## src/hw/lad_pkg.sv

```systemverilog
// How it works
// Frame-loss declares after N windows out of sync
// SLC-96: under 77 bit-2 ones per window
// ESF: over 7 FF00 data-link patterns per window
// DM: under 4 CH24 bit-6 ones per window
// J1 SF: under 4 frame-12 F-bit zeros
// Other data-link format: under 3 zeros
// All-ones: under 61 zeros, N windows, any sync
// All-ones clears after M good windows
// Any alarm change sets its pending flag
// Pending flag clears only on written one
// Interrupt low while pending and allowed
// Frame-loss clears after N in-sync windows
// Remote clears after N good windows; restarts
package lad_pkg;

    // Window timing
    localparam int          CLK_HZ         = 40_000_000;
    localparam int          WINDOW_MS      = 40;
    localparam int          WINDOW_CYCLES  = CLK_HZ / 1000 * WINDOW_MS;
    localparam int          WIN_W          = 21;

    // Register indices; byte address is four times the index
    localparam int          ADDR_W         = 12;
    localparam logic [7:0]  IDX_FORMAT     = 8'hB8;
    localparam logic [7:0]  IDX_STATE      = 8'hB9;
    localparam logic [7:0]  IDX_IRQ_EN     = 8'hBA;
    localparam logic [7:0]  IDX_IRQ_FLAGS  = 8'hBB;
    localparam logic [7:0]  IDX_FL_DECL    = 8'hBC;
    localparam logic [7:0]  IDX_FL_CLR     = 8'hBD;
    localparam logic [7:0]  IDX_RM_DECL    = 8'hBE;
    localparam logic [7:0]  IDX_RM_CLR     = 8'hBF;
    localparam logic [7:0]  IDX_AO_DECL    = 8'hC0;
    localparam logic [7:0]  IDX_AO_CLR     = 8'hC1;

    // Alarm bit positions in state, enable and flag registers
    localparam int          BIT_FL         = 0;
    localparam int          BIT_RM         = 1;
    localparam int          BIT_AO         = 2;

    // Reset values
    localparam logic [7:0]  THR_RESET      = 8'h01;
    localparam logic [2:0]  FMT_RESET      = 3'h1;

    // Per-window criteria
    localparam logic [7:0]  SLC_ONES_MIN   = 8'h4D;
    localparam logic [7:0]  ESF_PAT_MAX    = 8'h07;
    localparam logic [15:0] ESF_PATTERN    = 16'hFF00;
    localparam logic [7:0]  DM_ONES_MIN    = 8'h04;
    localparam logic [7:0]  J1_ZEROS_MIN   = 8'h04;
    localparam logic [7:0]  DL_ZEROS_MIN   = 8'h03;
    localparam logic [7:0]  AO_ZEROS_MIN   = 8'h3D;

    // AXI responses
    localparam logic [1:0]  RESP_OKAY      = 2'h0;
    localparam logic [1:0]  RESP_SLVERR    = 2'h2;

    // Framing formats held in the format register
    typedef enum logic [2:0] {
        FMT_SF       = 3'h0,
        FMT_ESF      = 3'h1,
        FMT_DM       = 3'h2,
        FMT_SLC96    = 3'h3,
        FMT_J1SF     = 3'h4,
        FMT_DL_OTHER = 3'h5
    } lad_fmt_type;

endpackage

```

## src/hw/lad_line_alarm_detector.sv

```systemverilog
// Implementation choice: the AXI4-Lite slave port.
`timescale 1ns/10ps
module lad_line_alarm_detector
    import lad_pkg::*;
#(
    parameter int WINDOW_LEN = WINDOW_CYCLES
) (
    // Clock, reset, enable
    input  wire logic              aclk,
    input  wire logic              aresetn,
    input  wire logic              ce,
    // Framer status and received stream
    input  wire logic              in_sync,
    input  wire logic              rx_bit,
    input  wire logic              rx_bit_en,
    input  wire logic              slc_bit2,
    input  wire logic              datalink_bits,
    input  wire logic              dm_y_bit,
    input  wire logic              j1_fbit12,
    // AXI4-Lite write address and data
    input  wire logic [ADDR_W-1:0] s_axi_awaddr,
    input  wire logic              s_axi_awvalid,
    output logic                   s_axi_awready,
    input  wire logic [31:0]       s_axi_wdata,
    input  wire logic [3:0]        s_axi_wstrb,
    input  wire logic              s_axi_wvalid,
    output logic                   s_axi_wready,
    // AXI4-Lite write response
    output logic [1:0]             s_axi_bresp,
    output logic                   s_axi_bvalid,
    input  wire logic              s_axi_bready,
    // AXI4-Lite read
    input  wire logic [ADDR_W-1:0] s_axi_araddr,
    input  wire logic              s_axi_arvalid,
    output logic                   s_axi_arready,
    output logic [31:0]            s_axi_rdata,
    output logic [1:0]             s_axi_rresp,
    output logic                   s_axi_rvalid,
    input  wire logic              s_axi_rready,
    // Alarm levels and interrupt
    output logic                   frame_loss_alarm_flag,
    output logic                   remote_alarm_flag,
    output logic                   all_ones_alarm_flag,
    output logic                   irq_n
);

    typedef struct packed {
        // Window position and per-window tallies
        logic [WIN_W-1:0]  win_cnt;
        logic [7:0]        cnt_slc;
        logic [7:0]        cnt_pat;
        logic [7:0]        cnt_dm;
        logic [7:0]        cnt_j1;
        logic [7:0]        cnt_dlz;
        logic [7:0]        cnt_zero;
        logic [15:0]       dl_shift;
        logic              oos_seen;
        logic              sync_seen;

        // Alarm levels, software flags and thresholds
        logic [2:0]        alarm;
        logic [2:0]        flags;
        logic [2:0]        enable;
        logic [5:0][7:0]   thr;
        logic [2:0][7:0]   persist;
        logic [2:0]        fmt;

        // Register bus channels
        logic              aw_full;
        logic [ADDR_W-1:0] aw_addr;
        logic              w_full;
        logic [7:0]        w_data;
        logic              w_lane0;
        logic              awready;
        logic              wready;
        logic              bvalid;
        logic [1:0]        bresp;
        logic              arready;
        logic              rvalid;
        logic [31:0]       rdata;
        logic [1:0]        rresp;

        // Registered interrupt pin
        logic              irq_n;
    } lad_state_type;

    lad_state_type s_r;
    lad_state_type s_nxt;

    // Saturating tally step
    function automatic logic [7:0] sat_inc(input logic [7:0] v,
                                           input logic       e);
        sat_inc = (e && v != 8'hFF) ? v + 8'h01 : v;
    endfunction

    // Register index match at a byte address
    function automatic logic idx_hit(input logic [ADDR_W-1:0] a,
                                     input logic [7:0]        idx);
        idx_hit = (a[1:0] == 2'h0) && (a[ADDR_W-1:2] == 10'(idx));
    endfunction

    // Next-state logic
    always_comb begin
        logic [7:0]  t_slc;
        logic [7:0]  t_pat;
        logic [7:0]  t_dm;
        logic [7:0]  t_j1;
        logic [7:0]  t_dlz;
        logic [7:0]  t_zero;
        logic [15:0] shift_in;
        logic        dl_en;
        logic        oos;
        logic        syn;
        logic        win_end;
        logic [2:0]  decl;
        logic [2:0]  clr;
        logic [2:0]  ack;
        logic [8:0]  step;
        logic        w_ok;
        logic [7:0]  rval;
        logic        r_ok;

        // Defaults so every path assigns every temporary
        t_slc    = 8'h00;
        t_pat    = 8'h00;
        t_dm     = 8'h00;
        t_j1     = 8'h00;
        t_dlz    = 8'h00;
        t_zero   = 8'h00;
        shift_in = 16'h0000;
        dl_en    = 1'b0;
        oos      = 1'b0;
        syn      = 1'b0;
        win_end  = 1'b0;
        decl     = 3'h0;
        clr      = 3'h0;
        ack      = 3'h0;
        step     = 9'h000;
        w_ok     = 1'b0;
        rval     = 8'h00;
        r_ok     = 1'b0;

        // State holds unless a branch below moves it
        s_nxt    = s_r;

        // Per-window tallies on the qualified bit positions
        dl_en    = rx_bit_en && datalink_bits;
        shift_in = {s_r.dl_shift[14:0], rx_bit};
        t_slc    = sat_inc(s_r.cnt_slc, rx_bit_en && slc_bit2 && rx_bit);
        t_pat    = sat_inc(s_r.cnt_pat,
                           dl_en && shift_in == ESF_PATTERN);
        t_dm     = sat_inc(s_r.cnt_dm, rx_bit_en && dm_y_bit && rx_bit);
        t_j1     = sat_inc(s_r.cnt_j1, rx_bit_en && j1_fbit12 && !rx_bit);
        t_dlz    = sat_inc(s_r.cnt_dlz, dl_en && !rx_bit);
        t_zero   = sat_inc(s_r.cnt_zero, rx_bit_en && !rx_bit);

        // One cycle of the other sync state spoils a verdict
        oos      = s_r.oos_seen || !in_sync;
        syn      = s_r.sync_seen || in_sync;
        if (dl_en) begin
            s_nxt.dl_shift = shift_in;
        end

        // Fixed 40 ms window; tallies restart at each boundary
        win_end = (s_r.win_cnt == WIN_W'(WINDOW_LEN - 1));
        if (win_end) begin
            s_nxt.win_cnt   = '0;
            s_nxt.cnt_slc   = 8'h00;
            s_nxt.cnt_pat   = 8'h00;
            s_nxt.cnt_dm    = 8'h00;
            s_nxt.cnt_j1    = 8'h00;
            s_nxt.cnt_dlz   = 8'h00;
            s_nxt.cnt_zero  = 8'h00;
            s_nxt.oos_seen  = 1'b0;
            s_nxt.sync_seen = 1'b0;
        end else begin
            s_nxt.win_cnt   = s_r.win_cnt + WIN_W'(1);
            s_nxt.cnt_slc   = t_slc;
            s_nxt.cnt_pat   = t_pat;
            s_nxt.cnt_dm    = t_dm;
            s_nxt.cnt_j1    = t_j1;
            s_nxt.cnt_dlz   = t_dlz;
            s_nxt.cnt_zero  = t_zero;
            s_nxt.oos_seen  = oos;
            s_nxt.sync_seen = syn;
        end

        // Frame-loss window verdicts
        decl[BIT_FL] = !syn;
        clr[BIT_FL]  = !oos;

        // Remote window verdicts by active format
        unique case (s_r.fmt)
            FMT_SLC96: begin
                decl[BIT_RM] = t_slc < SLC_ONES_MIN;
            end
            FMT_ESF: begin
                decl[BIT_RM] = t_pat > ESF_PAT_MAX;
            end
            FMT_DM: begin
                decl[BIT_RM] = t_dm < DM_ONES_MIN;
            end
            FMT_J1SF: begin
                decl[BIT_RM] = t_j1 < J1_ZEROS_MIN;
            end
            FMT_DL_OTHER: begin
                decl[BIT_RM] = t_dlz < DL_ZEROS_MIN;
            end
            FMT_SF: begin
                decl[BIT_RM] = 1'b0;
            end
            default: begin
                decl[BIT_RM] = 1'b0;
            end
        endcase
        clr[BIT_RM] = !decl[BIT_RM];

        // All-ones window verdicts, independent of sync
        decl[BIT_AO] = t_zero < AO_ZEROS_MIN;
        clr[BIT_AO]  = !decl[BIT_AO];

        // Persistence over consecutive windows per alarm
        // A threshold of zero acts as one window
        if (win_end) begin
            for (int i = 0; i < 3; i++) begin
                step = {1'b0, s_r.persist[i]} + 9'h001;
                if (!s_r.alarm[i]) begin
                    if (decl[i]) begin
                        if (step >= {1'b0, s_r.thr[2*i]}) begin
                            s_nxt.alarm[i]   = 1'b1;
                            s_nxt.persist[i] = 8'h00;
                        end else begin
                            s_nxt.persist[i] = step[7:0];
                        end
                    end else begin
                        s_nxt.persist[i] = 8'h00;
                    end
                end else begin
                    if (clr[i]) begin
                        if (step >= {1'b0, s_r.thr[2*i+1]}) begin
                            s_nxt.alarm[i]   = 1'b0;
                            s_nxt.persist[i] = 8'h00;
                        end else begin
                            s_nxt.persist[i] = step[7:0];
                        end
                    end else begin
                        s_nxt.persist[i] = 8'h00;
                    end
                end
            end
        end

        // Write address and data capture, in either order
        if (s_r.awready && s_axi_awvalid) begin
            s_nxt.aw_full = 1'b1;
            s_nxt.aw_addr = s_axi_awaddr;
        end
        if (s_r.wready && s_axi_wvalid) begin
            s_nxt.w_full  = 1'b1;
            s_nxt.w_data  = s_axi_wdata[7:0];
            s_nxt.w_lane0 = s_axi_wstrb[0];
        end

        // Register write once both halves are held
        if (s_r.aw_full && s_r.w_full && !s_r.bvalid) begin
            w_ok = idx_hit(s_r.aw_addr, IDX_FORMAT)
                || idx_hit(s_r.aw_addr, IDX_STATE)
                || idx_hit(s_r.aw_addr, IDX_IRQ_EN)
                || idx_hit(s_r.aw_addr, IDX_IRQ_FLAGS);
            if (s_r.w_lane0) begin
                if (idx_hit(s_r.aw_addr, IDX_FORMAT)) begin
                    s_nxt.fmt = s_r.w_data[2:0];
                end
                if (idx_hit(s_r.aw_addr, IDX_IRQ_EN)) begin
                    s_nxt.enable = s_r.w_data[2:0];
                end
                if (idx_hit(s_r.aw_addr, IDX_IRQ_FLAGS)) begin
                    ack = s_r.w_data[2:0];
                end
            end
            for (int k = 0; k < 6; k++) begin
                if (idx_hit(s_r.aw_addr, 8'(IDX_FL_DECL + 8'(k)))) begin
                    w_ok = 1'b1;
                    if (s_r.w_lane0) begin
                        s_nxt.thr[k] = s_r.w_data;
                    end
                end
            end
            s_nxt.aw_full = 1'b0;
            s_nxt.w_full  = 1'b0;
            s_nxt.bvalid  = 1'b1;
            s_nxt.bresp   = w_ok ? RESP_OKAY : RESP_SLVERR;
        end

        // Response leaves once the master takes it
        if (s_r.bvalid && s_axi_bready) begin
            s_nxt.bvalid = 1'b0;
        end

        // Ready low while a half is held or an answer waits
        s_nxt.awready = !s_nxt.aw_full && !s_nxt.bvalid;
        s_nxt.wready  = !s_nxt.w_full && !s_nxt.bvalid;

        // Pending flags: a change in the same cycle beats the clear
        s_nxt.flags = (s_r.flags & ~ack)
                    | (s_nxt.alarm ^ s_r.alarm);

        // Read channel
        if (s_r.arready && s_axi_arvalid) begin
            r_ok = 1'b1;
            if (idx_hit(s_axi_araddr, IDX_FORMAT)) begin
                rval = {5'h00, s_r.fmt};
            end else if (idx_hit(s_axi_araddr, IDX_STATE)) begin
                rval = {5'h00, s_r.alarm};
            end else if (idx_hit(s_axi_araddr, IDX_IRQ_EN)) begin
                rval = {5'h00, s_r.enable};
            end else if (idx_hit(s_axi_araddr, IDX_IRQ_FLAGS)) begin
                rval = {5'h00, s_r.flags};
            end else begin
                r_ok = 1'b0;
                for (int k = 0; k < 6; k++) begin
                    if (idx_hit(s_axi_araddr,
                                8'(IDX_FL_DECL + 8'(k)))) begin
                        r_ok = 1'b1;
                        rval = s_r.thr[k];
                    end
                end
            end
            s_nxt.arready = 1'b0;
            s_nxt.rvalid  = 1'b1;
            s_nxt.rdata   = {24'h000000, rval};
            s_nxt.rresp   = r_ok ? RESP_OKAY : RESP_SLVERR;
        end

        // Next address only once the data has gone
        if (s_r.rvalid && s_axi_rready) begin
            s_nxt.rvalid  = 1'b0;
            s_nxt.arready = 1'b1;
        end

        // Interrupt pin, active low
        s_nxt.irq_n = !(|(s_nxt.flags & s_nxt.enable));
    end

    // State register with clock enable and synchronous reset
    always_ff @(posedge aclk) begin
        if (!aresetn) begin
            s_r         <= '0;
            s_r.thr     <= {6{THR_RESET}};
            s_r.fmt     <= FMT_RESET;
            s_r.awready <= 1'b1;
            s_r.wready  <= 1'b1;
            s_r.arready <= 1'b1;
            s_r.irq_n   <= 1'b1;
        end else if (ce) begin
            s_r <= s_nxt;
        end
    end

    // Outputs straight from the state register
    assign s_axi_awready         = s_r.awready;
    assign s_axi_wready          = s_r.wready;
    assign s_axi_bresp           = s_r.bresp;
    assign s_axi_bvalid          = s_r.bvalid;
    assign s_axi_arready         = s_r.arready;
    assign s_axi_rdata           = s_r.rdata;
    assign s_axi_rresp           = s_r.rresp;
    assign s_axi_rvalid          = s_r.rvalid;

    // Alarm levels and interrupt pin
    assign frame_loss_alarm_flag = s_r.alarm[BIT_FL];
    assign remote_alarm_flag     = s_r.alarm[BIT_RM];
    assign all_ones_alarm_flag   = s_r.alarm[BIT_AO];
    assign irq_n                 = s_r.irq_n;

endmodule

```

## config.mk

```make
export PLATFORM = sky130hd
export DESIGN_NAME = lad_line_alarm_detector
export DESIGN_NICKNAME = d
export VERILOG_FILES = /design/src/hw/lad_pkg.sv /design/src/hw/lad_line_alarm_detector.sv
export SDC_FILE = /design/constraint.sdc
export NUM_CORES = 1
export LEC_CHECK = 0
export BUFFER_PORTS_ARGS = -buffer_cell sky130_fd_sc_hd__buf_2
export CELL_PAD_IN_SITES_DETAIL_PLACEMENT = 1
export CELL_PAD_IN_SITES_GLOBAL_PLACEMENT = 1
export CORE_AREA = 2 2 179 181
export DETAILED_ROUTE_END_ITERATION = 10
export DIE_AREA = 0 0 181 183
export MAX_ROUTING_LAYER = met4
export PLACE_DENSITY_LB_ADDON = 0.1
export SKIP_CTS_REPAIR_TIMING = 1
export SLEW_MARGIN = 20
export SYNTH_ARGS = -nofsm -noshare
export SYNTH_HDL_FRONTEND = slang
export SYNTH_SLANG_ARGS = --single-unit
export TNS_END_PERCENT = 10
```

## constraint.sdc

```tcl
create_clock -name aclk -period 6.2 [get_ports aclk]
set_clock_uncertainty 0.15 [all_clocks]
set_input_delay 1.24 -clock aclk [delete_from_list [all_inputs] [get_ports aclk]]
set_output_delay 1.24 -clock aclk [all_outputs]
set_load 0.005 [all_outputs]
```

==> metrics.cfg <==
[critical_path]
worst-path-stages = 10
cp.buffers_inverters = 1
rr_worst_depth = 12
critPathMaxStageDelay_ps = 380
cp_max_fo = 9
crit_chain = buf_2, nand3b_4, nor4_2, nand3_2, o31a_1, o41ai_2, o2111a_2, mux2i_2, nor2b_4, a22o_1
cp.arrival_ps = 4080
end_kind = flip-flop
critPathTopFamily = compound AO/OA/AOI/OAI gates
critical_path_class = in -> reg
cp-start-kind = primary input
cp_data_required_time_ps = 6520
slowest_stage = o41ai_2

[grt]
grt_pass1_wl_um = 58930
track_usage_pct = 22.39
antenna_found_initial = 1
grt_pass1_vias = 10980
overflow = 0
grt_max_degree = 94

[min_path]
min_delay_path_depth = 2
min_path_type = reg -> reg

[die]
io_pins = 120
die-width_um = 181
core_area_um2 = 31230
fp.dieH_um = 183
start_util_pct = 39.40
dieArea_um2 = 33120
rows = 65

[sta]
tightest_slew_ps = 918.3
finalCritPeriodShare_pct = 60.70
max_freq_ghz = 0.2657
maxSlewHeadroom_pct = 38.78
fin_crit_ps = 3763
slew_violations = 0
final-hold-violation-count = 0
fin_setup_tns_ps = 0
rsz0062_at_grt = false
setup_violations = 0

[clocking]
path_clk_slew_ps = 60
h-tree-depth = 1
cts_tree = built
root_buffer = clkbuf_16
numCtsBuffers = 27
clock_latency_ps = 540
cts.sinks = 209
cts_max_path_buffers = 3

[layout]
top_register = s_r
drive_gt1_share_pct = 9.751
layout.nets = 1682
final_area_um2 = 13690
largest_register_ffs = 190
n_fill_cell = 3769
area_delta_synth_final_pct = 11.29

[routing]
vias = 10940
wl_um = 36180
drc = 0
initialDrtViolationCount = 489
viasPerCell = 5.545
postRouteAntennaNets = 0
post_drt_wl_per_cell_um = 18.34
dr.pass1.iters = 5

[synth]
synth_area_leaders = dfxtp_1 (34%), nand2_1 (7.4%), ha_1 (5.9%)
ys.flop_type = dfxtp_1
ys_ff_latch = 209
ys_types = 79
yosysSeqAreaShare_pct = 34.00
synth_cells = 1531
async_reset_ff_share_pct = 0
synth_edf_count = 0
yosysTopAreaCell = dfxtp_1
syn_area_per_cell_um2 = 8.037
syn-cell-area_um2 = 12300
post-synth-top-area-fraction_pct = 34.00
synth_warnings = 0

[placement]
placed_area_um2 = 12750
gp_congestion = 0.7912
hpwlAfterDp_um = 25380
io_buffers = 66

[power_and_ir_drop]
pwr_density_cell_nw_per_um2 = 232.1
ir_drop_uv = 163.9
leakage_nw = 5.115

[run_status]
outcome = finished, final reports clean

[flow_run]
cap_violations = 0

## routing by layer
metal	part of all wire (%)	GRT usage, %	vias up	wire length, um
li1	-	-	5370	-
met1	49	30.33	5352	17830
met2	45	35.94	176	16220
met3	4.3	3.157	42	1564
met4	1.6	4.293	0	565
met5	0	-	-	0
## power breakdown
group	switching (mW)	internal (mW)	total, mW
combinational	0.0984	0.0572	0.156
clock	0.618	1.02	1.64
sequential	0.0229	1.36	1.38
## final cells by class
cell class,count,area [um^2],share of cell area [%]
multi-input cells,1174,7441,54.34
flip-flops and latches,209,4184,30.56
clock buffers,37,763.2,5.574
well taps,402,503.0,3.673
repair buffers,76,407.9,2.979
inverters,61,229.0,1.672
clock inverters,12,160.2,1.170
diodes,2,5.005,0.03655
## metrics by stage
stage	hold slack [ps]	utilization [%]	instances	power, mW	setup slack (ps)
global route	338.0	43.84	1972	3.302	2236
global placement	298.3	40.83	1922	1.566	1949
CTS	316.1	43.79	1971	3.219	2462
floorplan	281.2	-	1556	1.519	2644
detailed placement	309.9	40.83	1922	1.569	1961
finish	311.7	43.85	1973	3.178	2437
## cell families (layout without fill, tap and decap cells)
group,count (synthesis),after routing,synth area share [%]
multiplexers,56,56,5.247
adder cells (fa/ha/maj),58,58,5.898
AND/OR/NAND/NOR,655,655,26.70
XOR/XNOR,45,45,3.203
buffers and inverters,173,186,6.437
AO/OA/AOI/OAI,334,334,18.48
other,1,28,0.03048
flip-flops,209,209,34.00
## final timing paths
check	from	endpoint	slack, ps
worst max-delay path	rx_bit_en	s_r[79]	2440
worst min-delay path	s_axi_rdata[1]	s_axi_rdata[1]	310
worst max register to register	s_r[68]	s_r[70]	2530
worst min register to register	s_axi_rdata[1]	s_axi_rdata[1]	310
## placed cells by master (no fill, tap or decap), drive strengths merged, types with 12 or more instances in the layout
cell      n
nor3b    12
ha       58
nor2     87
a21o     13
and3     31
inv      61
conb     26
dfxtp   209
mux2i    48
nand2   241
nand4    22
xnor2    21
buf      76
nand3    59
xor2     24
and2     21
nor3     35
o21ai    79
nor4     18
nor2b    57
a31oi    16
clkbuf   37
nand2b   18
a21boi   77
a21oi    52
## synth_stat cells, types with 10 or more instances
library cell / number
xnor2_1: 21
inv_1: 61
mux2i_1: 47
nor3_1: 33
nor2_1: 87
or3_1: 11
and2_1: 21
nor2b_1: 56
a211oi_1: 10
a31oi_1: 16
nor4_1: 16
nand4_1: 22
nand2_1: 241
nand2b_1: 18
o211a_1: 11
clkbuf_1: 72
dfxtp_1: 209
o21ai_0: 76
ha_1: 58
xor2_1: 24
a21oi_1: 51
and3_1: 31
a21boi_0: 76
a21o_1: 13
buf_4: 37
nor3b_1: 12
nand3_1: 58
## worst register-to-register path, cell delays in order (launching register included)
cell,delay [ps]
dfxtp_1,490
ha_1,300
nand3_1,140
nor2_1,320
xor2_1,240
ha_1,300
and4_1,210
a211oi_1,220
o21ai_0,180
o2bb2a_1,440
nor2_1,320
a21oi_1,120
a31oi_1,160
No activity file was read; power rests on OpenSTA's default activity.
